## config.mk

```make
export PLATFORM = sky130hd
export DESIGN_NAME = pcpl_top
export DESIGN_NICKNAME = d
export VERILOG_FILES = /design/src/pcpl_pkg.sv /design/src/pcpl_tick_if.sv /design/src/pcpl_top.sv /design/src/pcpl_sync.sv /design/src/pcpl_timebase.sv
export VERILOG_INCLUDE_DIRS = /design/src
export SDC_FILE = /design/constraint.sdc
export NUM_CORES = 1
export LEC_CHECK = 0
export ABC_CLOCK_PERIOD_IN_PS = 2400
export BUFFER_PORTS_ARGS = -buffer_cell sky130_fd_sc_hd__buf_2
export CAP_MARGIN = 20
export CELL_PAD_IN_SITES_DETAIL_PLACEMENT = 1
export CELL_PAD_IN_SITES_GLOBAL_PLACEMENT = 2
export CORE_UTILIZATION = 31
export DETAILED_ROUTE_END_ITERATION = 10
export GPL_TIMING_DRIVEN = 0
export HOLD_SLACK_MARGIN = 0.08
export PLACE_DENSITY_LB_ADDON = 0.15
export SLEW_MARGIN = 40
export SYNTH_ARGS = -nofsm -noshare
export SYNTH_HDL_FRONTEND = slang
export SYNTH_SLANG_ARGS = --single-unit
```

## constraint.sdc

```tcl
create_clock -name CLK -period 2.4 [get_ports CLK]
set_input_delay 0.12 -clock CLK [delete_from_list [all_inputs] [get_ports CLK]]
set_output_delay 0.12 -clock CLK [all_outputs]
set_load 0.1 [all_outputs]
```

## src/pcpl_consts.svh

```systemverilog
// constants for the control-pin logic: offsets, fields, reset values, timing
// What this block does
// fuse 0: button is a level; low keeps off, high needed to power on.
// fuse 1: button is an edge input from a push button pulling low.
// level sense reads 1 while the button input is low, else 0.
// falling debounce 32/32/125/750 ms by selector; rising always 32 ms.
// debounce selector loads its fuse default after power up.
// press held longer than debounce starts power on with fuse 1 while off, and raises interrupts while on.
// while system on, debounced press and release set their flags.
// hold flags set after 1, 2, 3, 4 and 8 s held low.
// long press with reset enabled: power down, wait 30 us, power up with fuses.
// long press with reset disabled starts a turn off.
// long press time selector gives 2, 4, 8 or 16 s.
// long press selector loads its fuse default after power up.
// standby exactly while sleep input xor polarity invert is 1.
// host reset released in fuse-set power-up slot, needed before system on.
// host reset stays released while on, asserted when power down starts.
// interrupt output driven low while any unmasked flag is set.
// flags clear by writing 1; output released only once cleared.
// self-test bit pulses interrupt output 100 us then clears itself.
// companion interrupt input raises an interrupt event of this device.
// companion falling edge sets its flag, driving output when unmasked.
// companion sense bit mirrors the live companion input level.
// mask bit 0 lets a flag drive the output; 1 blocks it.
// button, sleep and companion inputs are synchronised before any timing.
// intervals counted from a fixed timebase, restarting on level change.
`ifndef PCPL_CONSTS_SVH
`define PCPL_CONSTS_SVH

`define PCPL_ADDR_W         8
`define PCPL_ADDR_CTRL      8'h00
`define PCPL_ADDR_FLAG      8'h04
`define PCPL_ADDR_MASK      8'h08
`define PCPL_ADDR_STAT      8'h0C

`define PCPL_CTRL_DBNC_LSB  0
`define PCPL_CTRL_TSEL_LSB  2
`define PCPL_CTRL_LPRST_BIT 4
`define PCPL_CTRL_SINV_BIT  5
`define PCPL_CTRL_TEST_BIT  6

`define PCPL_NFLAG          8
`define PCPL_FLG_PRESS      0
`define PCPL_FLG_REL        1
`define PCPL_FLG_HOLD0      2
`define PCPL_NHOLD          5
`define PCPL_FLG_COMP       7
`define PCPL_MASK_RST       8'hFF

`define PCPL_CLK_HZ         125000000
`define PCPL_HZ_PER_MHZ     1000000
`define PCPL_US_PER_MS      1000
`define PCPL_DB_SHORT_MS    32
`define PCPL_DB_MID_MS      125
`define PCPL_DB_LONG_MS     750
`define PCPL_HOLD1_MS       1000
`define PCPL_HOLD2_MS       2000
`define PCPL_HOLD3_MS       3000
`define PCPL_HOLD4_MS       4000
`define PCPL_HOLD8_MS       8000
`define PCPL_LP_BASE_MS     2000
`define PCPL_TEST_US        100
`define PCPL_RESTART_US     30
`define PCPL_SLOT_US        1

`define PCPL_SYNC_W         5
`define PCPL_SYNC_RST       5'h1D

`endif

```

## src/pcpl_pkg.sv

```systemverilog
// types shared by the control-pin logic
package pcpl_pkg;
  typedef enum logic [4:0] {
    PCPL_OFF   = 5'h01,
    PCPL_PWRUP = 5'h02,
    PCPL_ON    = 5'h04,
    PCPL_STBY  = 5'h08,
    PCPL_PWRDN = 5'h10
  } pcpl_state_e;
  typedef logic [14:0] pcpl_ms_t;
endpackage

```

## src/pcpl_tick_if.sv

```systemverilog
// timebase enables carried from the divider to the control logic
`timescale 1ns/1ps
interface pcpl_tick_if;
  logic us_tick;
  logic ms_tick;
  modport src (output us_tick, output ms_tick);
  modport snk (input us_tick, input ms_tick);
endinterface

```

## src/pcpl_top.sv

```systemverilog
// control-pin logic: button, sleep request, host reset, interrupt pin, AHB-Lite registers
//
// The placing of the registers and the AHB-Lite interface to the registers are this design's own decisions.
`timescale 1ns/1ps
`include "pcpl_consts.svh"
module pcpl_top #(
  parameter int CYC_PER_US = `PCPL_CLK_HZ / `PCPL_HZ_PER_MHZ,
  parameter int US_PER_MS  = `PCPL_US_PER_MS
) (
  input  wire logic        CLK,
  input  wire logic        RST_N,
  input  wire logic        HSEL,
  input  wire logic [31:0] HADDR,
  input  wire logic [1:0]  HTRANS,
  input  wire logic        HWRITE,
  input  wire logic [2:0]  HSIZE,
  input  wire logic [31:0] HWDATA,
  input  wire logic        HREADY,
  output logic             HREADYOUT,
  output logic [31:0]      HRDATA,
  output logic             HRESP,
  input  wire logic        POWER_BUTTON_IN,
  input  wire logic        SLEEP_REQ_IN,
  input  wire logic        COMPANION_IRQ_IN,
  input  wire logic        BUTTON_MODE_FUSE,
  input  wire logic [1:0]  BUTTON_DEBOUNCE_DEFAULT,
  input  wire logic [1:0]  LONG_PRESS_TIME_DEFAULT,
  input  wire logic [7:0]  HOST_RESET_RELEASE_SLOT,
  input  wire logic        HOST_RESET_OUT_N_I,
  output logic             HOST_RESET_OUT_N_O,
  output logic             HOST_RESET_OUT_N_OE,
  input  wire logic        IRQ_OUT_N_I,
  output logic             IRQ_OUT_N_O,
  output logic             IRQ_OUT_N_OE
);
  localparam int NF = `PCPL_NFLAG;
  localparam int NH = `PCPL_NHOLD;

  // ---------------- timebase and input synchronisers
  pcpl_tick_if tk ();
  pcpl_timebase #(
    .CYC_PER_US (CYC_PER_US),
    .US_PER_MS  (US_PER_MS)
  ) u_tb (
    .clk   (CLK),
    .rst_n (RST_N),
    .tk    (tk)
  );

  logic [`PCPL_SYNC_W-1:0] sync_q;
  pcpl_sync #(
    .W       (`PCPL_SYNC_W),
    .RST_VAL (`PCPL_SYNC_RST)
  ) u_sync (
    .clk   (CLK),
    .rst_n (RST_N),
    .d_in  ({IRQ_OUT_N_I, HOST_RESET_OUT_N_I, COMPANION_IRQ_IN, SLEEP_REQ_IN, POWER_BUTTON_IN}),
    .q     (sync_q)
  );
  logic btn_s;
  logic sleep_s;
  logic comp_s;
  logic hrst_pin_s;
  logic irq_pin_s;
  assign btn_s      = sync_q[0];
  assign sleep_s    = sync_q[1];
  assign comp_s     = sync_q[2];
  assign hrst_pin_s = sync_q[3];
  assign irq_pin_s  = sync_q[4];

  // ---------------- configuration
  logic       mode_r;
  logic [1:0] dbnc_sel_r;
  logic [1:0] lp_sel_r;
  logic       lprst_en_r;
  logic       sinv_r;
  logic [7:0] rel_slot_r;
  logic       reload_r;
  logic       wr_ctrl;
  logic       wr_flag;
  logic       wr_mask;
  logic [7:0] wr_addr_r;
  logic       wr_pend_r;

  // fuses are static straps; caught during reset and on a long-press restart
  always_ff @(posedge CLK) begin
    if (!RST_N || reload_r) begin
      mode_r     <= BUTTON_MODE_FUSE;
      dbnc_sel_r <= BUTTON_DEBOUNCE_DEFAULT;
      lp_sel_r   <= LONG_PRESS_TIME_DEFAULT;
      rel_slot_r <= HOST_RESET_RELEASE_SLOT;
      lprst_en_r <= 1'b0;
      sinv_r     <= 1'b0;
    end else if (wr_ctrl) begin
      dbnc_sel_r <= HWDATA[`PCPL_CTRL_DBNC_LSB +: 2];
      lp_sel_r   <= HWDATA[`PCPL_CTRL_TSEL_LSB +: 2];
      lprst_en_r <= HWDATA[`PCPL_CTRL_LPRST_BIT];
      sinv_r     <= HWDATA[`PCPL_CTRL_SINV_BIT];
    end
  end

  // ---------------- button level timing
  pcpl_pkg::pcpl_ms_t lvl_cnt_r;
  logic               btn_prev_r;

  always_ff @(posedge CLK) begin
    if (!RST_N) begin
      btn_prev_r <= 1'b1;
      lvl_cnt_r  <= '0;
    end else begin
      btn_prev_r <= btn_s;
      if (btn_s != btn_prev_r) begin
        lvl_cnt_r <= '0;
      end else if (tk.ms_tick && lvl_cnt_r != 15'h7FFF) begin
        lvl_cnt_r <= lvl_cnt_r + 15'h0001;
      end
    end
  end

  function automatic pcpl_pkg::pcpl_ms_t fall_ms(input logic [1:0] sel);
    unique case (sel)
      2'h2:    fall_ms = 15'(`PCPL_DB_MID_MS);
      2'h3:    fall_ms = 15'(`PCPL_DB_LONG_MS);
      default: fall_ms = 15'(`PCPL_DB_SHORT_MS);
    endcase
  endfunction

  function automatic pcpl_pkg::pcpl_ms_t hold_ms(input int idx);
    unique case (idx)
      0:       hold_ms = 15'(`PCPL_HOLD1_MS);
      1:       hold_ms = 15'(`PCPL_HOLD2_MS);
      2:       hold_ms = 15'(`PCPL_HOLD3_MS);
      3:       hold_ms = 15'(`PCPL_HOLD4_MS);
      default: hold_ms = 15'(`PCPL_HOLD8_MS);
    endcase
  endfunction

  pcpl_pkg::pcpl_ms_t lp_ms;
  assign lp_ms = 15'(`PCPL_LP_BASE_MS) << lp_sel_r;

  // an event fires on the tick after the count is reached, so the hold is strictly longer
  logic          press_evt;
  logic          rel_evt;
  logic          lp_evt;
  logic [NH-1:0] hold_evt;
  assign press_evt = tk.ms_tick && !btn_s && (lvl_cnt_r == fall_ms(dbnc_sel_r));
  assign rel_evt   = tk.ms_tick && btn_s && (lvl_cnt_r == 15'(`PCPL_DB_SHORT_MS));
  assign lp_evt    = tk.ms_tick && !btn_s && (lvl_cnt_r == lp_ms);
  for (genvar h = 0; h < NH; h++) begin : g_hold
    assign hold_evt[h] = tk.ms_tick && !btn_s && (lvl_cnt_r == hold_ms(h));
  end

  // sync stages reset to the push-button idle level; level mode waits until they hold the pin
  logic [2:0] settle_r;
  always_ff @(posedge CLK) begin
    if (!RST_N) begin
      settle_r <= 3'h0;
    end else if (settle_r != 3'h7) begin
      settle_r <= settle_r + 3'h1;
    end
  end

  // ---------------- power state machine
  pcpl_pkg::pcpl_state_e state_r;
  logic                  restart_r;
  logic                  rst_rel_r;
  logic [7:0]            slot_cnt_r;
  logic [7:0]            slot_us_r;
  logic [7:0]            wait_cnt_r;
  logic                  sleep_req;
  logic                  sys_on;
  logic                  pwr_on_evt;
  logic                  off_evt;
  logic                  rst_evt;

  assign sleep_req  = sleep_s ^ sinv_r;
  assign sys_on     = (state_r == pcpl_pkg::PCPL_ON) || (state_r == pcpl_pkg::PCPL_STBY);
  assign pwr_on_evt = mode_r ? press_evt : (btn_s && (settle_r == 3'h7));
  assign rst_evt    = lp_evt && lprst_en_r;
  assign off_evt    = (lp_evt && !lprst_en_r) || (!mode_r && press_evt);

  always_ff @(posedge CLK) begin
    if (!RST_N) begin
      state_r    <= pcpl_pkg::PCPL_OFF;
      restart_r  <= 1'b0;
      rst_rel_r  <= 1'b0;
      slot_cnt_r <= 8'h00;
      slot_us_r  <= 8'h00;
      wait_cnt_r <= 8'h00;
      reload_r   <= 1'b0;
    end else begin
      reload_r <= 1'b0;
      unique case (state_r)
        pcpl_pkg::PCPL_OFF: begin
          rst_rel_r <= 1'b0;
          if (pwr_on_evt) begin
            state_r    <= pcpl_pkg::PCPL_PWRUP;
            slot_cnt_r <= 8'h00;
            slot_us_r  <= 8'h00;
          end
        end
        pcpl_pkg::PCPL_PWRUP: begin
          if (slot_cnt_r == rel_slot_r) begin
            rst_rel_r <= 1'b1;
            state_r   <= sleep_req ? pcpl_pkg::PCPL_STBY : pcpl_pkg::PCPL_ON;
          end else if (tk.us_tick) begin
            if (slot_us_r == 8'(`PCPL_SLOT_US - 1)) begin
              slot_us_r  <= 8'h00;
              slot_cnt_r <= slot_cnt_r + 8'h01;
            end else begin
              slot_us_r <= slot_us_r + 8'h01;
            end
          end
        end
        pcpl_pkg::PCPL_ON,
        pcpl_pkg::PCPL_STBY: begin
          if (rst_evt || off_evt) begin
            state_r    <= pcpl_pkg::PCPL_PWRDN;
            restart_r  <= rst_evt;
            rst_rel_r  <= 1'b0;
            wait_cnt_r <= 8'h00;
          end else begin
            state_r <= sleep_req ? pcpl_pkg::PCPL_STBY : pcpl_pkg::PCPL_ON;
          end
        end
        pcpl_pkg::PCPL_PWRDN: begin
          if (tk.us_tick) begin
            if (wait_cnt_r == 8'(`PCPL_RESTART_US)) begin
              reload_r   <= restart_r;
              state_r    <= restart_r ? pcpl_pkg::PCPL_PWRUP : pcpl_pkg::PCPL_OFF;
              slot_cnt_r <= 8'h00;
              slot_us_r  <= 8'h00;
            end else begin
              wait_cnt_r <= wait_cnt_r + 8'h01;
            end
          end
        end
      endcase
    end
  end

  // ---------------- interrupt flags, mask, self-test
  logic [NF-1:0] flag_r;
  logic [NF-1:0] mask_r;
  logic [NF-1:0] flag_set;
  logic [NF-1:0] flag_clr;
  logic          comp_prev_r;
  logic          test_r;
  logic [7:0]    test_cnt_r;
  logic          irq_oe_r;

  always_comb begin
    flag_set                     = '0;
    flag_set[`PCPL_FLG_PRESS]    = press_evt && sys_on;
    flag_set[`PCPL_FLG_REL]      = rel_evt && sys_on;
    flag_set[`PCPL_FLG_HOLD0 +: NH] = sys_on ? hold_evt : '0;
    flag_set[`PCPL_FLG_COMP]     = comp_prev_r && !comp_s;
  end
  assign flag_clr = wr_flag ? HWDATA[NF-1:0] : '0;

  always_ff @(posedge CLK) begin
    if (!RST_N) begin
      flag_r      <= '0;
      comp_prev_r <= 1'b1;
    end else begin
      comp_prev_r <= comp_s;
      flag_r      <= (flag_r & ~flag_clr) | flag_set;
    end
  end

  always_ff @(posedge CLK) begin
    if (!RST_N) begin
      mask_r <= `PCPL_MASK_RST;
    end else if (wr_mask) begin
      mask_r <= HWDATA[NF-1:0];
    end
  end

  // a second write of 1 during a running pulse does not stretch it
  always_ff @(posedge CLK) begin
    if (!RST_N) begin
      test_r     <= 1'b0;
      test_cnt_r <= 8'h00;
    end else if (!test_r) begin
      test_cnt_r <= 8'h00;
      test_r     <= wr_ctrl && HWDATA[`PCPL_CTRL_TEST_BIT];
    end else if (tk.us_tick) begin
      if (test_cnt_r == 8'(`PCPL_TEST_US)) begin
        test_r <= 1'b0;
      end else begin
        test_cnt_r <= test_cnt_r + 8'h01;
      end
    end
  end

  always_ff @(posedge CLK) begin
    if (!RST_N) begin
      irq_oe_r <= 1'b0;
    end else begin
      irq_oe_r <= (|(flag_r & ~mask_r)) || test_r;
    end
  end

  assign IRQ_OUT_N_O         = 1'b0;
  assign IRQ_OUT_N_OE        = irq_oe_r;
  assign HOST_RESET_OUT_N_O  = 1'b0;
  assign HOST_RESET_OUT_N_OE = !rst_rel_r;

  // ---------------- AHB-Lite slave, zero wait states
  logic        acc;
  logic [31:0] rd_nxt;
  logic [31:0] rdata_r;
  assign acc = HSEL && HTRANS[1] && HREADY;

  always_ff @(posedge CLK) begin
    if (!RST_N) begin
      wr_pend_r <= 1'b0;
      wr_addr_r <= 8'h00;
    end else begin
      wr_pend_r <= acc && HWRITE && (HADDR[31:`PCPL_ADDR_W] == '0);
      wr_addr_r <= HADDR[`PCPL_ADDR_W-1:0];
    end
  end
  assign wr_ctrl = wr_pend_r && (wr_addr_r == `PCPL_ADDR_CTRL);
  assign wr_flag = wr_pend_r && (wr_addr_r == `PCPL_ADDR_FLAG);
  assign wr_mask = wr_pend_r && (wr_addr_r == `PCPL_ADDR_MASK);

  always_comb begin
    rd_nxt = 32'h0000_0000;
    if (HADDR[31:`PCPL_ADDR_W] == '0) begin
      unique case (HADDR[`PCPL_ADDR_W-1:0])
        `PCPL_ADDR_CTRL: begin
          rd_nxt[`PCPL_CTRL_DBNC_LSB +: 2]  = dbnc_sel_r;
          rd_nxt[`PCPL_CTRL_TSEL_LSB +: 2]  = lp_sel_r;
          rd_nxt[`PCPL_CTRL_LPRST_BIT]      = lprst_en_r;
          rd_nxt[`PCPL_CTRL_SINV_BIT]       = sinv_r;
          rd_nxt[`PCPL_CTRL_TEST_BIT]       = test_r;
        end
        `PCPL_ADDR_FLAG: rd_nxt[NF-1:0] = flag_r;
        `PCPL_ADDR_MASK: rd_nxt[NF-1:0] = mask_r;
        `PCPL_ADDR_STAT: begin
          rd_nxt[0]   = !btn_s;
          rd_nxt[1]   = comp_s;
          rd_nxt[2]   = (state_r == pcpl_pkg::PCPL_STBY);
          rd_nxt[3]   = rst_rel_r;
          rd_nxt[4]   = hrst_pin_s;
          rd_nxt[5]   = irq_pin_s;
          rd_nxt[6]   = mode_r;
          rd_nxt[11:7] = state_r;
        end
        default: rd_nxt = 32'h0000_0000;
      endcase
    end
  end

  always_ff @(posedge CLK) begin
    if (!RST_N) begin
      rdata_r <= 32'h0000_0000;
    end else if (acc && !HWRITE) begin
      rdata_r <= rd_nxt;
    end
  end

  assign HREADYOUT = 1'b1;
  assign HRESP     = 1'b0;
  assign HRDATA    = rdata_r;
endmodule // pcpl_top

```

## src/pcpl_sync.sv

```systemverilog
// three-stage input synchroniser, output changes once stages two and three agree
`timescale 1ns/1ps
module pcpl_sync #(
  parameter int              W       = 1,
  parameter logic [W-1:0]    RST_VAL = '0
) (
  input  wire logic          clk,
  input  wire logic          rst_n,
  input  wire logic [W-1:0]  d_in,
  output logic      [W-1:0]  q
);
  if (W < 1) begin : g_chk
    $error("pcpl_sync: width must be at least one");
  end
  for (genvar i = 0; i < W; i++) begin : g_bit
    logic s1_r;
    logic s2_r;
    logic s3_r;
    always_ff @(posedge clk) begin
      if (!rst_n) begin
        s1_r <= RST_VAL[i];
        s2_r <= RST_VAL[i];
        s3_r <= RST_VAL[i];
        q[i] <= RST_VAL[i];
      end else begin
        s1_r <= d_in[i];
        s2_r <= s1_r;
        s3_r <= s2_r;
        if (s2_r == s3_r) begin
          q[i] <= s3_r;
        end
      end
    end
  end
endmodule // pcpl_sync

```

## src/pcpl_timebase.sv

```systemverilog
// divider producing one-cycle microsecond and millisecond enables
`timescale 1ns/1ps
module pcpl_timebase #(
  parameter int CYC_PER_US = 125,
  parameter int US_PER_MS  = 1000
) (
  input  wire logic  clk,
  input  wire logic  rst_n,
  pcpl_tick_if.src   tk
);
  if (CYC_PER_US < 2 || CYC_PER_US > 65535 || US_PER_MS < 1 || US_PER_MS > 65535) begin : g_chk
    $error("pcpl_timebase: divider values out of range");
  end
  logic [15:0] cyc_r;
  logic [15:0] us_r;
  logic        us_tick_r;
  logic        ms_tick_r;

  always_ff @(posedge clk) begin
    if (!rst_n) begin
      cyc_r     <= 16'h0000;
      us_tick_r <= 1'b0;
    end else if (cyc_r == 16'(CYC_PER_US - 1)) begin
      cyc_r     <= 16'h0000;
      us_tick_r <= 1'b1;
    end else begin
      cyc_r     <= cyc_r + 16'h0001;
      us_tick_r <= 1'b0;
    end
  end

  always_ff @(posedge clk) begin
    if (!rst_n) begin
      us_r      <= 16'h0000;
      ms_tick_r <= 1'b0;
    end else if (cyc_r == 16'(CYC_PER_US - 1)) begin
      ms_tick_r <= (us_r == 16'(US_PER_MS - 1));
      us_r      <= (us_r == 16'(US_PER_MS - 1)) ? 16'h0000 : us_r + 16'h0001;
    end else begin
      ms_tick_r <= 1'b0;
    end
  end

  assign tk.us_tick = us_tick_r;
  assign tk.ms_tick = ms_tick_r;
endmodule // pcpl_timebase

```

==> results.cfg <==
[synth]
synth_top_cell_by_area = dfxtp_1
synth_top_family_by_area = simple AND/OR/NAND/NOR gates
yosys.area_share.adder = 0.02225
synthSimpleGateAreaFrac = 0.2639
synth_compound_area_frac = 0.1040
synth.mux.area_fraction = 0.04228
synth_area_mm2 = 0.007871
synth_seq_cells = 168
synth_cells = 898
seq_area_frac_synth = 0.4438
synth-xor-area-share = 0.06342
synthArstFlopShare = 0
synth_area_leaders = dfxtp_1, nor2_1, edfxtp_1
syn_avg_cell_area_um2 = 8.765
ys_warn_count = 0
ys.flop_type = dfxtp_1
synth_enable_flop_cells = 13
synth_cell_types = 69
synth_top_area_frac = 0.3942

[layout]
antenna_cells = 0
final_nets = 1182
fin_cells = 1413
multi_input_area_mm2 = 0.004507
drive_gt1_frac = 0.2534
fin_area_mm2 = 0.01051
ff_latch_area_mm2 = 0.003520
area_delta_synth_final_pct = 33.48
nFillCells = 2851

[run_status]
status = finished, violations left
violations = negative setup slack

[timing]
finalSetupViolations = 16
fin_crit_sh = 1.065
worstMarginPinSlew_ps = 846.6
finalHoldViolations = 0
rsz0062_at_grt = true
slew_headroom = 0.4313
setup_slack_ps = -154.9
finalClockSkew_ps = 10.70
fmax_mhz = 391.4
final-max-slew-violation-count = 0
hold_slack_ps = 177.6
layout_min_cycle_time_ps = 2555

[clocking]
clk_path_buf_depth = 2
htree_num_levels = 4
clock_latency_ps = 430
root_buffer = clkbuf_16
cts_tree = yes
clkSlewWorstSetupHoldPaths_ps = 70
numCtsBuffers = 17
cts_sinks = 168

[critical_path]
cp_data_arrival_time_ps = 2900
rr_worst_depth = 7
r2r_slack_ps = -150
cpMaxStageDelayCell = edfxtp_1
slowest_delay_ps = 480
crit_path_start_kind = register
endpoint_kind = register
required_ps = 2750
path_delay_family = compound AO/OA/AOI/OAI gates
cp_max_fo = 6
crit_chain = nand2b_1, a211oi_4, o2111ai_4, o31a_4, buf_8, or3_1, a21oi_1
r2r_start = dbnc_sel_r[0]$_DFFE_PP_
worstSetupPathType = reg2reg
worstPathBufferInverterCount = 1
r2r-end = slot_cnt_r[1]$_SDFFE_PN0P_

[die]
die_y_um = 161.3
ios = 130
rows = 57
coreArea_mm2 = 0.02460
dieWidth_um = 161.3
initial_utilization = 0.3199
die_area_mm2 = 0.02603

[grt]
grt_first_pass_wirelength_um = 37840
grt_max_degree = 17
antenna_found_initial = 0
grt_pass1_vias = 7072
grt_usage = 0.1859
grt-ovfl-total = 0

[routing]
routed_via_density = 4.965
drtIter0Drc = 290
ant_nets = 0
post_drt_wl_per_cell_um = 16.93
dr_total_vias = 7016
drt_wl_total_um = 23920
post-route-drc-count = 0
dr.pass1.iters = 4

[power]
p_comb_frac = 0.128
finalPower_w = 0.006500
p_per_area_mw_per_mm2 = 618.6
p_int_w = 0.004733
seq_power_share = 0.450
p_sw_w = 0.001767
ir_drop_uv = 261.5
clkPwrFrac = 0.422
leakagePower_nw = 3.930
netSwitchingFraction = 0.2718

[placed_design]
post-place-ws_ps = -494.4
gp_congestion = 0.7459
dpl_cell_area_mm2 = 0.008747
placed_cells = 1320
io_buffers = 76
dpl.hpwl_um = 16150

[run]
maxCapViolCount = 0

[worst_hold_path]
hold_class = in2reg
worstHoldPathCells = 6
holdCritStartpoint = HADDR[19]
holdPathEnd = HRDATA[9]$_SDFFE_PN0P_
==> power groups by stage <==
stage / sequential (W) / combinational, W / clock (W)
final: 0.00292 / 0.000833 / 0.00274
after global routing: 0.00293 / 0.000885 / 0.00295
after CTS: 0.00292 / 0.000714 / 0.00283
after detailed placement: 0.00298 / 0.000595 / 0
after global placement: 0.00298 / 0.000592 / 0
after floorplan: 0.00297 / 0.000431 / 0
==> through the flow <==
step / util / TNS (ps)
floorplan: - / 0
finish: 0.4270 / -934.1
detailed placement: 0.3555 / -12850
global placement: 0.3552 / -12680
CTS: 0.4104 / -59.53
global route: 0.4270 / -2826
==> kinds of logic after synthesis <==
group                      Yosys count
and+or+nand+nor                    407
DFF                                168
AOI/OAI and AO/OA                  129
buffers and inverters               97
xor gates and xnor gates            57
muxes                               24
adders and majority gates           14
other                                2
==> state kept, by name (all words and copies together) (netlist names), 3 cells and up <==
register / flops
HRDATA: 12
flag_r: 8
lvl_cnt_r: 15
mask_r: 8
rel_slot_r: 8
settle_r: 3
slot_cnt_r: 8
slot_us_r: 8
state_r: 5
test_cnt_r: 8
u_sync.g_bit.s1_r: 5
u_sync.g_bit.s2_r: 5
u_sync.g_bit.s3_r: 5
u_sync.q: 5
u_tb.cyc_r: 16
u_tb.us_r: 16
wait_cnt_r: 8
wr_addr_r: 8
==> cell usage in the layout, fill, tap and decap left out, drive strengths merged, types with 5 or more instances in the layout <==
master | netlist | routed
dfxtp | 155 | 155
buf | 32 | 139
nor2 | 108 | 108
nand2 | 82 | 82
clkbuf | 33 | 45
a21oi | 40 | 40
xor2 | 37 | 37
inv | 32 | 36
dlygate4sd3 | 0 | 35
nand4 | 32 | 32
nand3 | 32 | 32
o21ai | 31 | 31
nor3 | 29 | 29
conb | 2 | 24
nor4 | 24 | 24
nand2b | 22 | 22
xnor2 | 20 | 20
and2 | 17 | 17
ha | 14 | 14
mux2i | 13 | 13
edfxtp | 13 | 13
and3 | 13 | 13
a31oi | 11 | 11
a22oi | 9 | 9
or3 | 9 | 9
mux4 | 7 | 7
nor3b | 7 | 7
o22ai | 6 | 6
or4b | 6 | 6
or4 | 6 | 6
and4 | 5 | 5
o31ai | 5 | 5
==> worst register-to-register path, delay by kind of cell (launching register included) <==
| family | cells | cell delay [ps] |
|---|---|---|
| buffers and inverters | 1 | 170 |
| AO/OA/AOI/OAI | 4 | 1210 |
| AND/OR/NAND/NOR | 2 | 600 |
| flip-flops | 1 | 480 |
==> cells in the mapped netlist (all sizes together) (17+ instances only) <==
| library cell | instances |
|---|---|
| clkbuf | 33 |
| nand2b | 22 |
| a21oi | 40 |
| o21ai | 31 |
| and2 | 17 |
| nand4 | 32 |
| inv | 32 |
| nand3 | 32 |
| nand2 | 82 |
| nor3 | 29 |
| dfxtp | 155 |
| nor4 | 24 |
| buf | 32 |
| nor2 | 108 |
| xor2 | 37 |
| xnor2 | 20 |
==> what timing repair did <==
item | 4_1_cts | 5_1_grt
hold buffers | 35 | 0
buffers inserted | 15 | 14
endpoints found under the setup margin | 48 | 44
gates resized for setup | 74 | 60
pin swaps | 24 | 31
endpoints found under the hold margin | 43 | 0
cloned | 2 | 1
==> cell type report <==
class                   instances  area share
flip-flops and latches        168      0.3350
well taps                     324     0.03859
clock buffers                  18     0.04085
repair buffers                142     0.09682
plain buffers                  59     0.03394
clock inverters                14     0.01417
inverters                      32     0.01167
multi-input cells             656      0.4290
==> layer usage <==
metal / up-vias / global-route usage / routed length [um]
met4: 0 / 0.05832 / 313
met3: 23 / 0.02825 / 738
met2: 128 / 0.3066 / 11280
met1: 3368 / 0.2489 / 11580
li1: 3497 / - / -
met5: - / 0 / 0
==> worst max-delay path by stage <==
stage                                       to  cells after the start  slack (ps)                  startpoint
floorplan           wait_cnt_r[1]$_SDFFE_PN0P_                      8          50   lvl_cnt_r[0]$_SDFFE_PP0P_
global placement    wait_cnt_r[1]$_SDFFE_PN0P_                      8        -480   lvl_cnt_r[1]$_SDFFE_PP0P_
detailed placement  wait_cnt_r[1]$_SDFFE_PN0P_                      8        -490   lvl_cnt_r[1]$_SDFFE_PP0P_
CTS                 slot_cnt_r[2]$_SDFFE_PN0P_                      8         -20  lvl_cnt_r[10]$_SDFFE_PP0P_
global route        slot_cnt_r[1]$_SDFFE_PN0P_                      7        -200     dbnc_sel_r[0]$_DFFE_PP_
finish              slot_cnt_r[1]$_SDFFE_PN0P_                      7        -150     dbnc_sel_r[0]$_DFFE_PP_
(Power assumes the default switching activity.)
